===== config.mk =====
export PLATFORM = sky130hd
export DESIGN_NAME = cgs_clock_select
export DESIGN_NICKNAME = d
export VERILOG_FILES = /design/src/cgs_pkg.sv /design/src/cgs_clock_select.sv
export VERILOG_INCLUDE_DIRS = /design/src
export SDC_FILE = /design/constraint.sdc
export NUM_CORES = 1
export LEC_CHECK = 0
export BUFFER_PORTS_ARGS = -buffer_cell sky130_fd_sc_hd__buf_2
export CORE_UTILIZATION = 54
export CTS_CLUSTER_DIAMETER = 200
export CTS_CLUSTER_SIZE = 25
export DETAILED_ROUTE_END_ITERATION = 16
export PLACE_DENSITY = 0.83
export SKIP_LAST_GASP = 1
export SYNTH_ARGS = -nofsm -noshare
export SYNTH_HDL_FRONTEND = slang
export SYNTH_SLANG_ARGS = --single-unit

===== constraint.sdc =====
create_clock -name sys_clk_in -period 2.98 [get_ports sys_clk_in]
set_input_delay 0.149 -clock sys_clk_in [delete_from_list [all_inputs] [get_ports sys_clk_in]]
set_output_delay 0.149 -clock sys_clk_in [all_outputs]
set_load 0.01 [all_outputs]

===== src/cgs_regs.svh =====
// Register offsets, field positions and reset values for the clock select block.
// Contract
// - Tick enable gates tick flag interrupt.
// - Settle enable gates settle change interrupt.
// - Fallback enable gates fallback change interrupt.
// - Irq enable register always read/write.
// - Synth select refused while synth unstable.
// - Synth select cleared on fallback, stop, wait with synth halt set.
// - Select chooses oscillator or synth clock.
// - Pseudo halt keeps oscillator in stop.
// - System_clock halt stops system clocks in wait.
// - Low swing requests reduced amplitude in wait.
// - Synth halt powers synth down in wait.
// - Synth halt forces auto bandwidth on.
// - Core halt stops core clock in wait.
// - Tick halt stops and resets tick dividers.
// - Watchdog halt stops and resets its dividers.
// - Watchdog halt bit write-once in normal mode.
// - Flags set on events, cleared by writing one.
`ifndef CGS_REGS_SVH
`define CGS_REGS_SVH
`define CGS_ADDR_W        4
`define CGS_OFF_FLAGS     4'h3
`define CGS_OFF_IRQ_EN    4'h4
`define CGS_OFF_CLK_SEL   4'h5
`define CGS_OFF_STATUS    4'h8
`define CGS_BIT_TICK      7
`define CGS_BIT_SETTLE    4
`define CGS_BIT_FALLBACK  1
`define CGS_BIT_SETTLED   3
`define CGS_BIT_TRACKING  2
`define CGS_BIT_FB_STAT   0
`define CGS_BIT_SYNTH_SEL 7
`define CGS_BIT_PSEUDO    6
`define CGS_BIT_SYS_WAI   5
`define CGS_BIT_LOW_SWING 4
`define CGS_BIT_SYNTH_WAI 3
`define CGS_BIT_CORE_WAI  2
`define CGS_BIT_TICK_WAI  1
`define CGS_BIT_WDOG_WAI  0
`define CGS_IRQ_EN_MASK   8'h92
`define CGS_RESET_BYTE    8'h00
`define CGS_BUS_DIV       2
`endif


===== src/cgs_pkg.sv =====
// Types shared by the clock select block.
package cgs_pkg;
    typedef enum logic [1:0] {
        CGS_RUN  = 2'b00,
        CGS_WAIT = 2'b01,
        CGS_STOP = 2'b10
    } cgs_mode_t;
endpackage


===== src/cgs_clock_select.sv =====
// Interrupt enable and clock source / wait behaviour select logic.
//
// Strobed register access was left to the implementer.
`timescale 1ns/10ps
`include "cgs_regs.svh"
module cgs_clock_select
    import cgs_pkg::*;
(
    input  wire logic       sys_clk_in,      // Bus clock, 40 MHz.
    input  wire logic       rst_n_in,        // Asynchronous active-low reset.
    input  wire logic [3:0] addr_in,         // Register address.
    input  wire logic [7:0] wdata_in,        // Write data.
    input  wire logic       wr_in,           // Write strobe.
    input  wire logic       rd_in,           // Read strobe.
    input  wire logic       settled_in,      // Synthesizer lock status.
    input  wire logic       tracking_in,     // Synthesizer track status.
    input  wire logic       auto_bw_in,      // Auto bandwidth bit from synth control.
    input  wire logic       fallback_in,     // Fallback clock status.
    input  wire logic       tick_event_in,   // One-cycle tick period end.
    input  wire logic       enter_wait_in,   // Pulse on wait mode entry.
    input  wire logic       enter_stop_in,   // Pulse on stop mode entry.
    input  wire logic       exit_low_in,     // Pulse on wait or stop exit.
    input  wire logic       special_mode_in, // High in special modes.
    output logic [7:0]      rdata_out,       // Read data, one cycle after read.
    output logic            irq_out,         // Level interrupt request.
    output logic            synth_clock_sel_out, // 1: synth clock, 0: oscillator.
    output logic            osc_run_in_stop_out, // Oscillator kept in stop.
    output logic            system_clock_gate_out,     // System clocks stopped.
    output logic            core_gate_out,       // Core clock stopped.
    output logic            low_swing_out,       // Reduced amplitude request.
    output logic            synth_pwr_down_out,  // Synth powered down.
    output logic            force_auto_bw_out,   // Forces auto bandwidth to one.
    output logic            tick_hold_out,       // Tick stopped and dividers cleared.
    output logic            watchdog_hold_out    // Watchdog stopped and dividers cleared.
);
    // Status flags, enables and the select byte.
    logic [7:0] flags_reg;
    logic [7:0] flags_next;
    logic [7:0] irq_en_reg;
    logic [7:0] clk_sel_reg;
    logic [7:0] clk_sel_next;
    logic       wdog_written_reg;      // Watchdog halt bit already written once.
    logic       settled_d_reg;         // Previous lock status for edge detect.
    logic       fallback_d_reg;        // Previous fallback status.
    cgs_mode_t  mode_reg;              // Present low-power mode.
    cgs_mode_t  mode_next;
    logic [7:0] rdata_next;

    // Address decode.
    wire wr_flags  = wr_in && (addr_in == `CGS_OFF_FLAGS);
    wire wr_irq_en = wr_in && (addr_in == `CGS_OFF_IRQ_EN);
    wire wr_sel    = wr_in && (addr_in == `CGS_OFF_CLK_SEL);

    // Synth select may only be raised with a stable synthesizer.
    wire synth_stable = auto_bw_in ? settled_in : tracking_in;

    // Hardware events that set the sticky flags; fallback_rise clears synth select.
    wire settle_chg   = settled_in ^ settled_d_reg;
    wire fallback_chg = fallback_in ^ fallback_d_reg;
    wire fallback_rise = fallback_in & ~fallback_d_reg;

    // Hardware clear of synth select on fallback rise, stop entry, or wait entry with synth halt set.
    wire hw_clr_sel = fallback_rise || enter_stop_in ||
                      (enter_wait_in && clk_sel_reg[`CGS_BIT_SYNTH_WAI]);

    // Flag update: a set in the same cycle as a clear wins.
    always_comb begin
        flags_next = flags_reg;
        if (wr_flags) begin
            flags_next = flags_reg & ~wdata_in;
        end
        if (tick_event_in) begin
            flags_next[`CGS_BIT_TICK] = 1'b1;
        end
        if (settle_chg) begin
            flags_next[`CGS_BIT_SETTLE] = 1'b1;
        end
        if (fallback_chg) begin
            flags_next[`CGS_BIT_FALLBACK] = 1'b1;
        end
        flags_next = flags_next & `CGS_IRQ_EN_MASK;
    end

    // Select byte update with per-bit write conditions.
    always_comb begin
        clk_sel_next = clk_sel_reg;
        if (wr_sel) begin
            clk_sel_next[6:1] = wdata_in[6:1];
            if (!wdata_in[`CGS_BIT_SYNTH_SEL] || synth_stable) begin
                clk_sel_next[`CGS_BIT_SYNTH_SEL] = wdata_in[`CGS_BIT_SYNTH_SEL];
            end
            if (special_mode_in || !wdog_written_reg) begin
                clk_sel_next[`CGS_BIT_WDOG_WAI] = wdata_in[`CGS_BIT_WDOG_WAI];
            end
        end
        if (hw_clr_sel) begin
            clk_sel_next[`CGS_BIT_SYNTH_SEL] = 1'b0;
        end
    end

    // Mode tracker driven by the entry and exit pulses.
    always_comb begin
        case (mode_reg)
            CGS_RUN: begin
                if (enter_stop_in) begin
                    mode_next = CGS_STOP;
                end else if (enter_wait_in) begin
                    mode_next = CGS_WAIT;
                end else begin
                    mode_next = CGS_RUN;
                end
            end
            CGS_WAIT, CGS_STOP: begin
                mode_next = exit_low_in ? CGS_RUN : mode_reg;
            end
            default: begin
                mode_next = CGS_RUN;
            end
        endcase
    end

    // Read mux; unmapped addresses read zero.
    always_comb begin
        case (addr_in)
            `CGS_OFF_FLAGS:   rdata_next = flags_reg;
            `CGS_OFF_IRQ_EN:  rdata_next = irq_en_reg;
            `CGS_OFF_CLK_SEL: rdata_next = clk_sel_reg;
            `CGS_OFF_STATUS:  rdata_next = {4'h0, settled_in, tracking_in, 1'b0, fallback_in};
            default:          rdata_next = `CGS_RESET_BYTE;
        endcase
        if (!rd_in) begin
            rdata_next = `CGS_RESET_BYTE;
        end
    end

    wire in_wait = (mode_next == CGS_WAIT);
    wire in_stop = (mode_next == CGS_STOP);

    // Control registers.
    always_ff @(posedge sys_clk_in or negedge rst_n_in) begin
        if (!rst_n_in) begin
            flags_reg        <= `CGS_RESET_BYTE;
            irq_en_reg       <= `CGS_RESET_BYTE;
            clk_sel_reg      <= `CGS_RESET_BYTE;
            wdog_written_reg <= 1'b0;
            settled_d_reg    <= 1'b0;
            fallback_d_reg   <= 1'b0;
            mode_reg         <= CGS_RUN;
        end else begin
            flags_reg      <= flags_next;
            clk_sel_reg    <= clk_sel_next;
            settled_d_reg  <= settled_in;
            fallback_d_reg <= fallback_in;
            mode_reg       <= mode_next;
            if (wr_irq_en) begin
                irq_en_reg <= wdata_in & `CGS_IRQ_EN_MASK;
            end
            if (wr_sel) begin
                wdog_written_reg <= 1'b1;
            end
        end
    end

    // Registered outputs; every output comes from a flop.
    always_ff @(posedge sys_clk_in or negedge rst_n_in) begin
        if (!rst_n_in) begin
            rdata_out           <= `CGS_RESET_BYTE;
            irq_out             <= 1'b0;
            synth_clock_sel_out <= 1'b0;
            osc_run_in_stop_out <= 1'b0;
            system_clock_gate_out     <= 1'b0;
            core_gate_out       <= 1'b0;
            low_swing_out       <= 1'b0;
            synth_pwr_down_out  <= 1'b0;
            force_auto_bw_out   <= 1'b0;
            tick_hold_out       <= 1'b0;
            watchdog_hold_out   <= 1'b0;
        end else begin
            rdata_out           <= rdata_next;
            irq_out             <= |(flags_next & irq_en_reg);
            synth_clock_sel_out <= clk_sel_next[`CGS_BIT_SYNTH_SEL];
            osc_run_in_stop_out <= clk_sel_next[`CGS_BIT_PSEUDO];
            system_clock_gate_out     <= in_wait && clk_sel_next[`CGS_BIT_SYS_WAI];
            core_gate_out       <= in_wait && clk_sel_next[`CGS_BIT_CORE_WAI];
            low_swing_out       <= (in_wait && clk_sel_next[`CGS_BIT_LOW_SWING]) ||
                                   (in_stop && clk_sel_next[`CGS_BIT_PSEUDO]);
            synth_pwr_down_out  <= in_wait && clk_sel_next[`CGS_BIT_SYNTH_WAI];
            force_auto_bw_out   <= clk_sel_next[`CGS_BIT_SYNTH_WAI];
            tick_hold_out       <= in_wait && clk_sel_next[`CGS_BIT_TICK_WAI];
            watchdog_hold_out   <= in_wait && clk_sel_next[`CGS_BIT_WDOG_WAI];
        end
    end
endmodule // cgs_clock_select


Word level (Yosys, flattened, before mapping)
Cells that the tools add are included.
{ "classes": {"reduce_logical": 21, "n_bitwise": 7, "muxes": 15, "n_eq_ne": 8} }
{ "ops": {"columns": ["cell", "n"], "rows": [
  ["one-hot mux 8 bit (4 select lines)", 1],
  ["2-to-1 mux 8 bit", 3],
  ["bitwise AND 8 bit", 2],
  ["logical AND 1 bit", 11],
  ["equality test 4 x 3 -> 1 bit (second input constant)", 2],
  ["2-to-1 mux 1 bit", 8],
  ["inverter 8 bit", 1],
  ["OR reduction 8 bit", 1],
  ["logical OR 1 bit", 5],
  ["equality test 2 x 1 -> 1 bit (second input constant)", 2],
  ["equality test 2 bit (second input constant)", 2],
  ["equality test 4 x 2 -> 1 bit (second input constant)", 1],
  ["equality test 4 bit (second input constant)", 1],
  ["2-to-1 mux 2 bit", 2],
  ["one-hot mux 2 bit (2 select lines)", 1],
  ["zero test 1 bit", 2],
  ["zero test 2 bit", 1],
  ["OR reduction 2 bit", 1],
  ["XOR 1 bit", 2],
  ["bitwise AND 1 bit", 1],
  ["inverter 1 bit", 1]
]} }
{ "word_totals": {"wordCells": 69, "output_inout_bits": 18, "reg_bits": 37} }

Depth between registers and ports, before layout
{ "depth": {"ltp_word": 6, "mapped_depth": 6} }

Least setup slack after synthesis
Ideal clock, no wire load.
{ "synth_path": {"kind": "flip-flop to flip-flop", "start": "register mode_reg[0]", "end": "register synth_pwr_down_out", "setup_slack_ns": 1.451, "path_buffers": 0, "stages_incl_launch_ff": 7, "t_arrival_ns": 1.456, "path_cell_list": "dfrtp_1 > inv_1 > ha_1 > nor2b_1 > a22o_1 > or3_1 > nor2b_1"} }
{ "synth_between": {"elab_chain_cells": 5, "word_cells_on_any_way": 8, "cone_classes": "3 x eq/ne; 2 x mux; 3 x reduce/logical"} }
{ "synth_rtl": {"columns": ["item", "line_no", "source"], "rows": [
  ["from (decl)", "cgs_clock_select.sv:45", "cgs_mode_t mode_reg;"],
  ["from (signal assigned)", "cgs_clock_select.sv:154", "mode_reg <= mode_next;"],
  ["equality test 2 x 1 -> 1 bit or equality test 2 bit (tied branches)", "cgs_clock_select.sv:103", "case (mode_reg)"],
  ["OR reduction 2 bit", "cgs_clock_select.sv:103", null],
  ["one-hot mux 2 bit (2 select lines) *", "cgs_clock_select.sv:103", null],
  ["equality test 2 x 1 -> 1 bit *", "cgs_clock_select.sv:136", "wire in_wait = (mode_next == CGS_WAIT);"],
  ["logical AND 1 bit *", "cgs_clock_select.sv:187", "synth_pwr_down_out <= in_wait && clk_sel_next[`CGS_BIT_SYNTH_WAI];"],
  ["to (signal assigned)", "cgs_clock_select.sv:187", null],
  ["to (decl)", "cgs_clock_select.sv:31", "output logic synth_pwr_down_out,"]
]} }
Every way passes the cells marked *; elsewhere a longest branch is shown, timed or not.
A chain may end at the register's enable or synchronous reset.

Worst setup path in the final report
{ "layout_path": {"start": "register mode_reg[0]", "end": "register low_swing_out"} }
{ "layout_between": {"elab_chain_cells": 6, "word_cells_on_any_way": 11, "cone_classes": "4 x eq/ne; 2 x mux; 5 x reduce/logical"} }
{ "layout_rtl": {"columns": ["item", "line_no", "source"], "rows": [
  ["equality test 2 x 1 -> 1 bit or equality test 2 bit (tied branches)", "cgs_clock_select.sv:103", null],
  ["OR reduction 2 bit", "cgs_clock_select.sv:103", null],
  ["one-hot mux 2 bit (2 select lines) *", "cgs_clock_select.sv:103", null],
  ["equality test 2 x 1 -> 1 bit or equality test 2 bit (tied branches)", "cgs_clock_select.sv:136, cgs_clock_select.sv:137", null],
  ["logical AND 1 bit (on tied branches)", "cgs_clock_select.sv:185, cgs_clock_select.sv:186", null],
  ["logical OR 1 bit *", "cgs_clock_select.sv:185", "low_swing_out <= (in_wait && clk_sel_next[`CGS_BIT_LOW_SWING]) ||"],
  ["to (signal assigned)", "cgs_clock_select.sv:185", null],
  ["to (decl)", "cgs_clock_select.sv:30", "output logic low_swing_out,"]
]} }
Marks and branches as above.

==> flow_metrics.env <==
export IMPL_insertion_delay_ns=0.32
export IMPL_cts_root_buffer="clkbuf_4"
export IMPL_p_clk_frac=0.288
export IMPL_fin_skew_ns=0.00466
export IMPL_die_width_um=54.8
export IMPL_cp_cell_sequence="inv_1, ha_1, nor2b_1, a22o_1, nor3_1, a22o_1"
export IMPL_wl_per_cell_um=15.6
export IMPL_max_slew_margin_rel=0.519
export IMPL_syn_num_nets=151
export IMPL_diodes=0
export IMPL_ios=43
export IMPL_clockBufferDepth=2
export IMPL_cts_tree="yes"
export IMPL_tns_ns=0
export IMPL_cp_num_buf_inv=1
export IMPL_layout_drive_gt1_share=0.324
export IMPL_reg2reg_from="mode_reg[0]"
export IMPL_setup_violations=0
export IMPL_die_height_um=54.8
export IMPL_grt_util_all_layers=0.249
export IMPL_cp_top_family="simple AND/OR/NAND/NOR gates"
export IMPL_syn_area_um2=1500
export IMPL_final_cells=203
export IMPL_hp_class="primary input to flip-flop"
export IMPL_synthArstFlopShare=1.00
export IMPL_worstSetupPathDepth=6
export IMPL_drv_cap=0
export IMPL_reg2reg_depth=6
export IMPL_area_growth_pct=22.1
export IMPL_max_stage_delay_ns=0.38
export IMPL_max_freq_mhz=588
export IMPL_rows=18
export IMPL_seq_power_share=0.503
export IMPL_intPower_w=0.000813
export IMPL_synth_distinct_cells=40
export IMPL_finalWorstSetupSlack_ns=1.28
export IMPL_crit_path_end_kind="flip-flop"
export IMPL_powerDensity_nw_per_um2=611
export IMPL_post_place_ws_ns=1.30
export IMPL_post_route_period_util=0.571
export IMPL_reg2reg_slack_ns=1.28
export IMPL_routed_via_count=1135
export IMPL_synth_area_leaders="dfrtp_1 57%, mux2_1 4.5%, nor2b_1 3.3%, a22oi_1 2.5%, ha_1 2.5%"
export IMPL_grt_pass1_vias=1053
export IMPL_status="finished, final reports clean"
export IMPL_critPathLaunch="mode_reg[0]"
export IMPL_cts_max_level=2
export IMPL_r2r_end="low_swing_out"
export IMPL_dp_cells=192
export IMPL_synth_top_area_cell="dfrtp_1"
export IMPL_critPathArrivalTime_ns=1.97
export IMPL_ir_worst_vdd_mv=0.611
export IMPL_combinationalPowerShare=0.209
export IMPL_final_cell_mix="42 x buf_2, 34 x dfrtp_1, 8 x nor2b_1, 8 x nor2_1, 6 x mux2_1"
export IMPL_p_switching_w=0.000307
export IMPL_ys_seq_area_frac=0.566
export IMPL_postSynthAreaPerCell_um2=12.2
export IMPL_rsz0062_at_grt="false"
export IMPL_layout_commonest_cell="buf_2"
export IMPL_clkSinkCount=34
export IMPL_numPortBuffers=42
export IMPL_synth_flop_cell="dfrtp_1"
export IMPL_fin_crit_ns=1.70
export IMPL_firstDrtPassIters=4
export IMPL_initial_utilization=0.590
export IMPL_crit_path_frequent_cell="a22o_1"
export IMPL_ys_seq_elements=34
export IMPL_viasPerCell=5.59
export IMPL_synth_edff_count=0
export IMPL_grt_max_degree=35
export IMPL_crit_end="low_swing_out"
export IMPL_crit_type="flip-flop to flip-flop"
export IMPL_synth_cells=123
export IMPL_numCtsBuffers=5
export IMPL_core_um2=2540
export IMPL_nets=200
export IMPL_place_hpwl_mm=2.36
export IMPL_grt_first_pass_wirelength_mm=4.98
export IMPL_die_area_um2=3000
export IMPL_synth_top_cell_area_share=0.566
export IMPL_wirelength_mm=3.17
export IMPL_finalHoldViolCount=0
export IMPL_clk_pin_slew_worst_paths_ns=0.10
export IMPL_slowest_stage="dfrtp_1"
export IMPL_drcViolationCount=0
export IMPL_antenna_found_initial=0
export IMPL_gr_total_overflow=0
export IMPL_synth_warnings=0
export IMPL_routabilityCongestion=0.822
export IMPL_critPathMaxFanout=4
export IMPL_maxSlewViolCount=0
export IMPL_crit_required_ns=3.25
export IMPL_critPathLaunchType="flip-flop"
export IMPL_switching_share=0.274
export IMPL_first_iter_violations=24
export IMPL_worst_pin_slew_ns=0.721
export IMPL_leakagePower_nw=0.935
export IMPL_drtAntennaViolNets=0
-- cells by family after synthesis --
group | Yosys count | synth area share
mux | 11 | 0.0866
buf+inv | 7 | 0.0258
xor+xnor | 1 | 0.00583
compound gates | 21 | 0.107
fa+ha+maj | 3 | 0.0250
simple gates | 46 | 0.183
flops | 34 | 0.566
-- worst register-to-register path, cell delays in order (launching register included) --
cell	delay, ns
dfrtp_1	0.38
inv_1	0.05
ha_1	0.28
nor2b_1	0.14
a22o_1	0.23
nor3_1	0.35
a22o_1	0.21
-- what timing repair did --
item                                   in CTS  in global routing
setup buffers                               0                  0
setup endpoints to repair                   0                  0
endpoints found under the hold margin      36                  0
gates resized for setup                     0                  0
hold buffers                                3                  0
-- through the flow --
step	instance area (um2)	util	hold slack (ns)	power, W
2_1_floorplan	1500	-	-0.147	0.000707
5_1_grt	1830	0.721	0.0202	0.00118
4_1_cts	1830	0.721	0.0156	0.00113
3_3_place_gp	1730	0.678	0.231	0.000785
3_5_place_dp	1730	0.678	0.249	0.000803
6_report	1830	0.721	0.0228	0.00112
-- routing by layer --
| metal | up-vias | routed length, um | GRT usage |
|---|---|---|---|
| met1 | 541 | 1400 | 0.327 |
| li1 | 539 | - | - |
| met2 | 46 | 1530 | 0.388 |
| met3 | 9 | 170 | 0.0583 |
| met4 | 0 | 65 | 0.107 |
| met5 | - | 0 | 0 |
-- Yosys cell counts (2+ instances only) --
master,number
dfrtp_1,34
and3_1,3
nand2b_1,4
nand3_1,4
nand4_1,2
nor2_1,8
mux2_4,2
a22o_1,4
and2_1,2
mux2_1,6
a22oi_1,5
a21oi_1,2
mux2_2,2
ha_1,3
nor3_1,2
nand2_1,5
inv_1,4
a21o_1,2
nor2b_1,8
-- power groups by stage --
stage                     logic, W  clock network, W  registers [W]
final                     0.000234          0.000323       0.000564
after global placement    0.000216                 0       0.000569
after CTS                 0.000236          0.000328       0.000564
after detailed placement  0.000230                 0       0.000573
after global routing      0.000263          0.000343       0.000572
after floorplan           0.000132                 0       0.000575
-- how the worst min path moves through the flow --
| stage | from | to | depth (start not counted) |
|---|---|---|---|
| finish | tick_event_in | flags_reg[7] | 2 |
| global route | tick_event_in | flags_reg[7] | 2 |
| CTS | tick_event_in | flags_reg[7] | 2 |
| detailed placement | rst_n_in | rdata_out[4] | 1 |
| global placement | rst_n_in | rdata_out[4] | 1 |
| floorplan | rst_n_in | clk_sel_reg[0] | 0 |
-- layout make-up --
cell class | count | area [um2]
Sequential cell | 34 | 851
Fill cell | 193 | 711
Multi-Input combinational cell | 82 | 613
Timing Repair Buffer | 45 | 240
Clock inverter | 3 | 40.0
Clock buffer | 5 | 37.5
Tap cell | 30 | 37.5
Inverter | 4 | 15.0
Note: power is estimated with default switching activity, not from simulation.
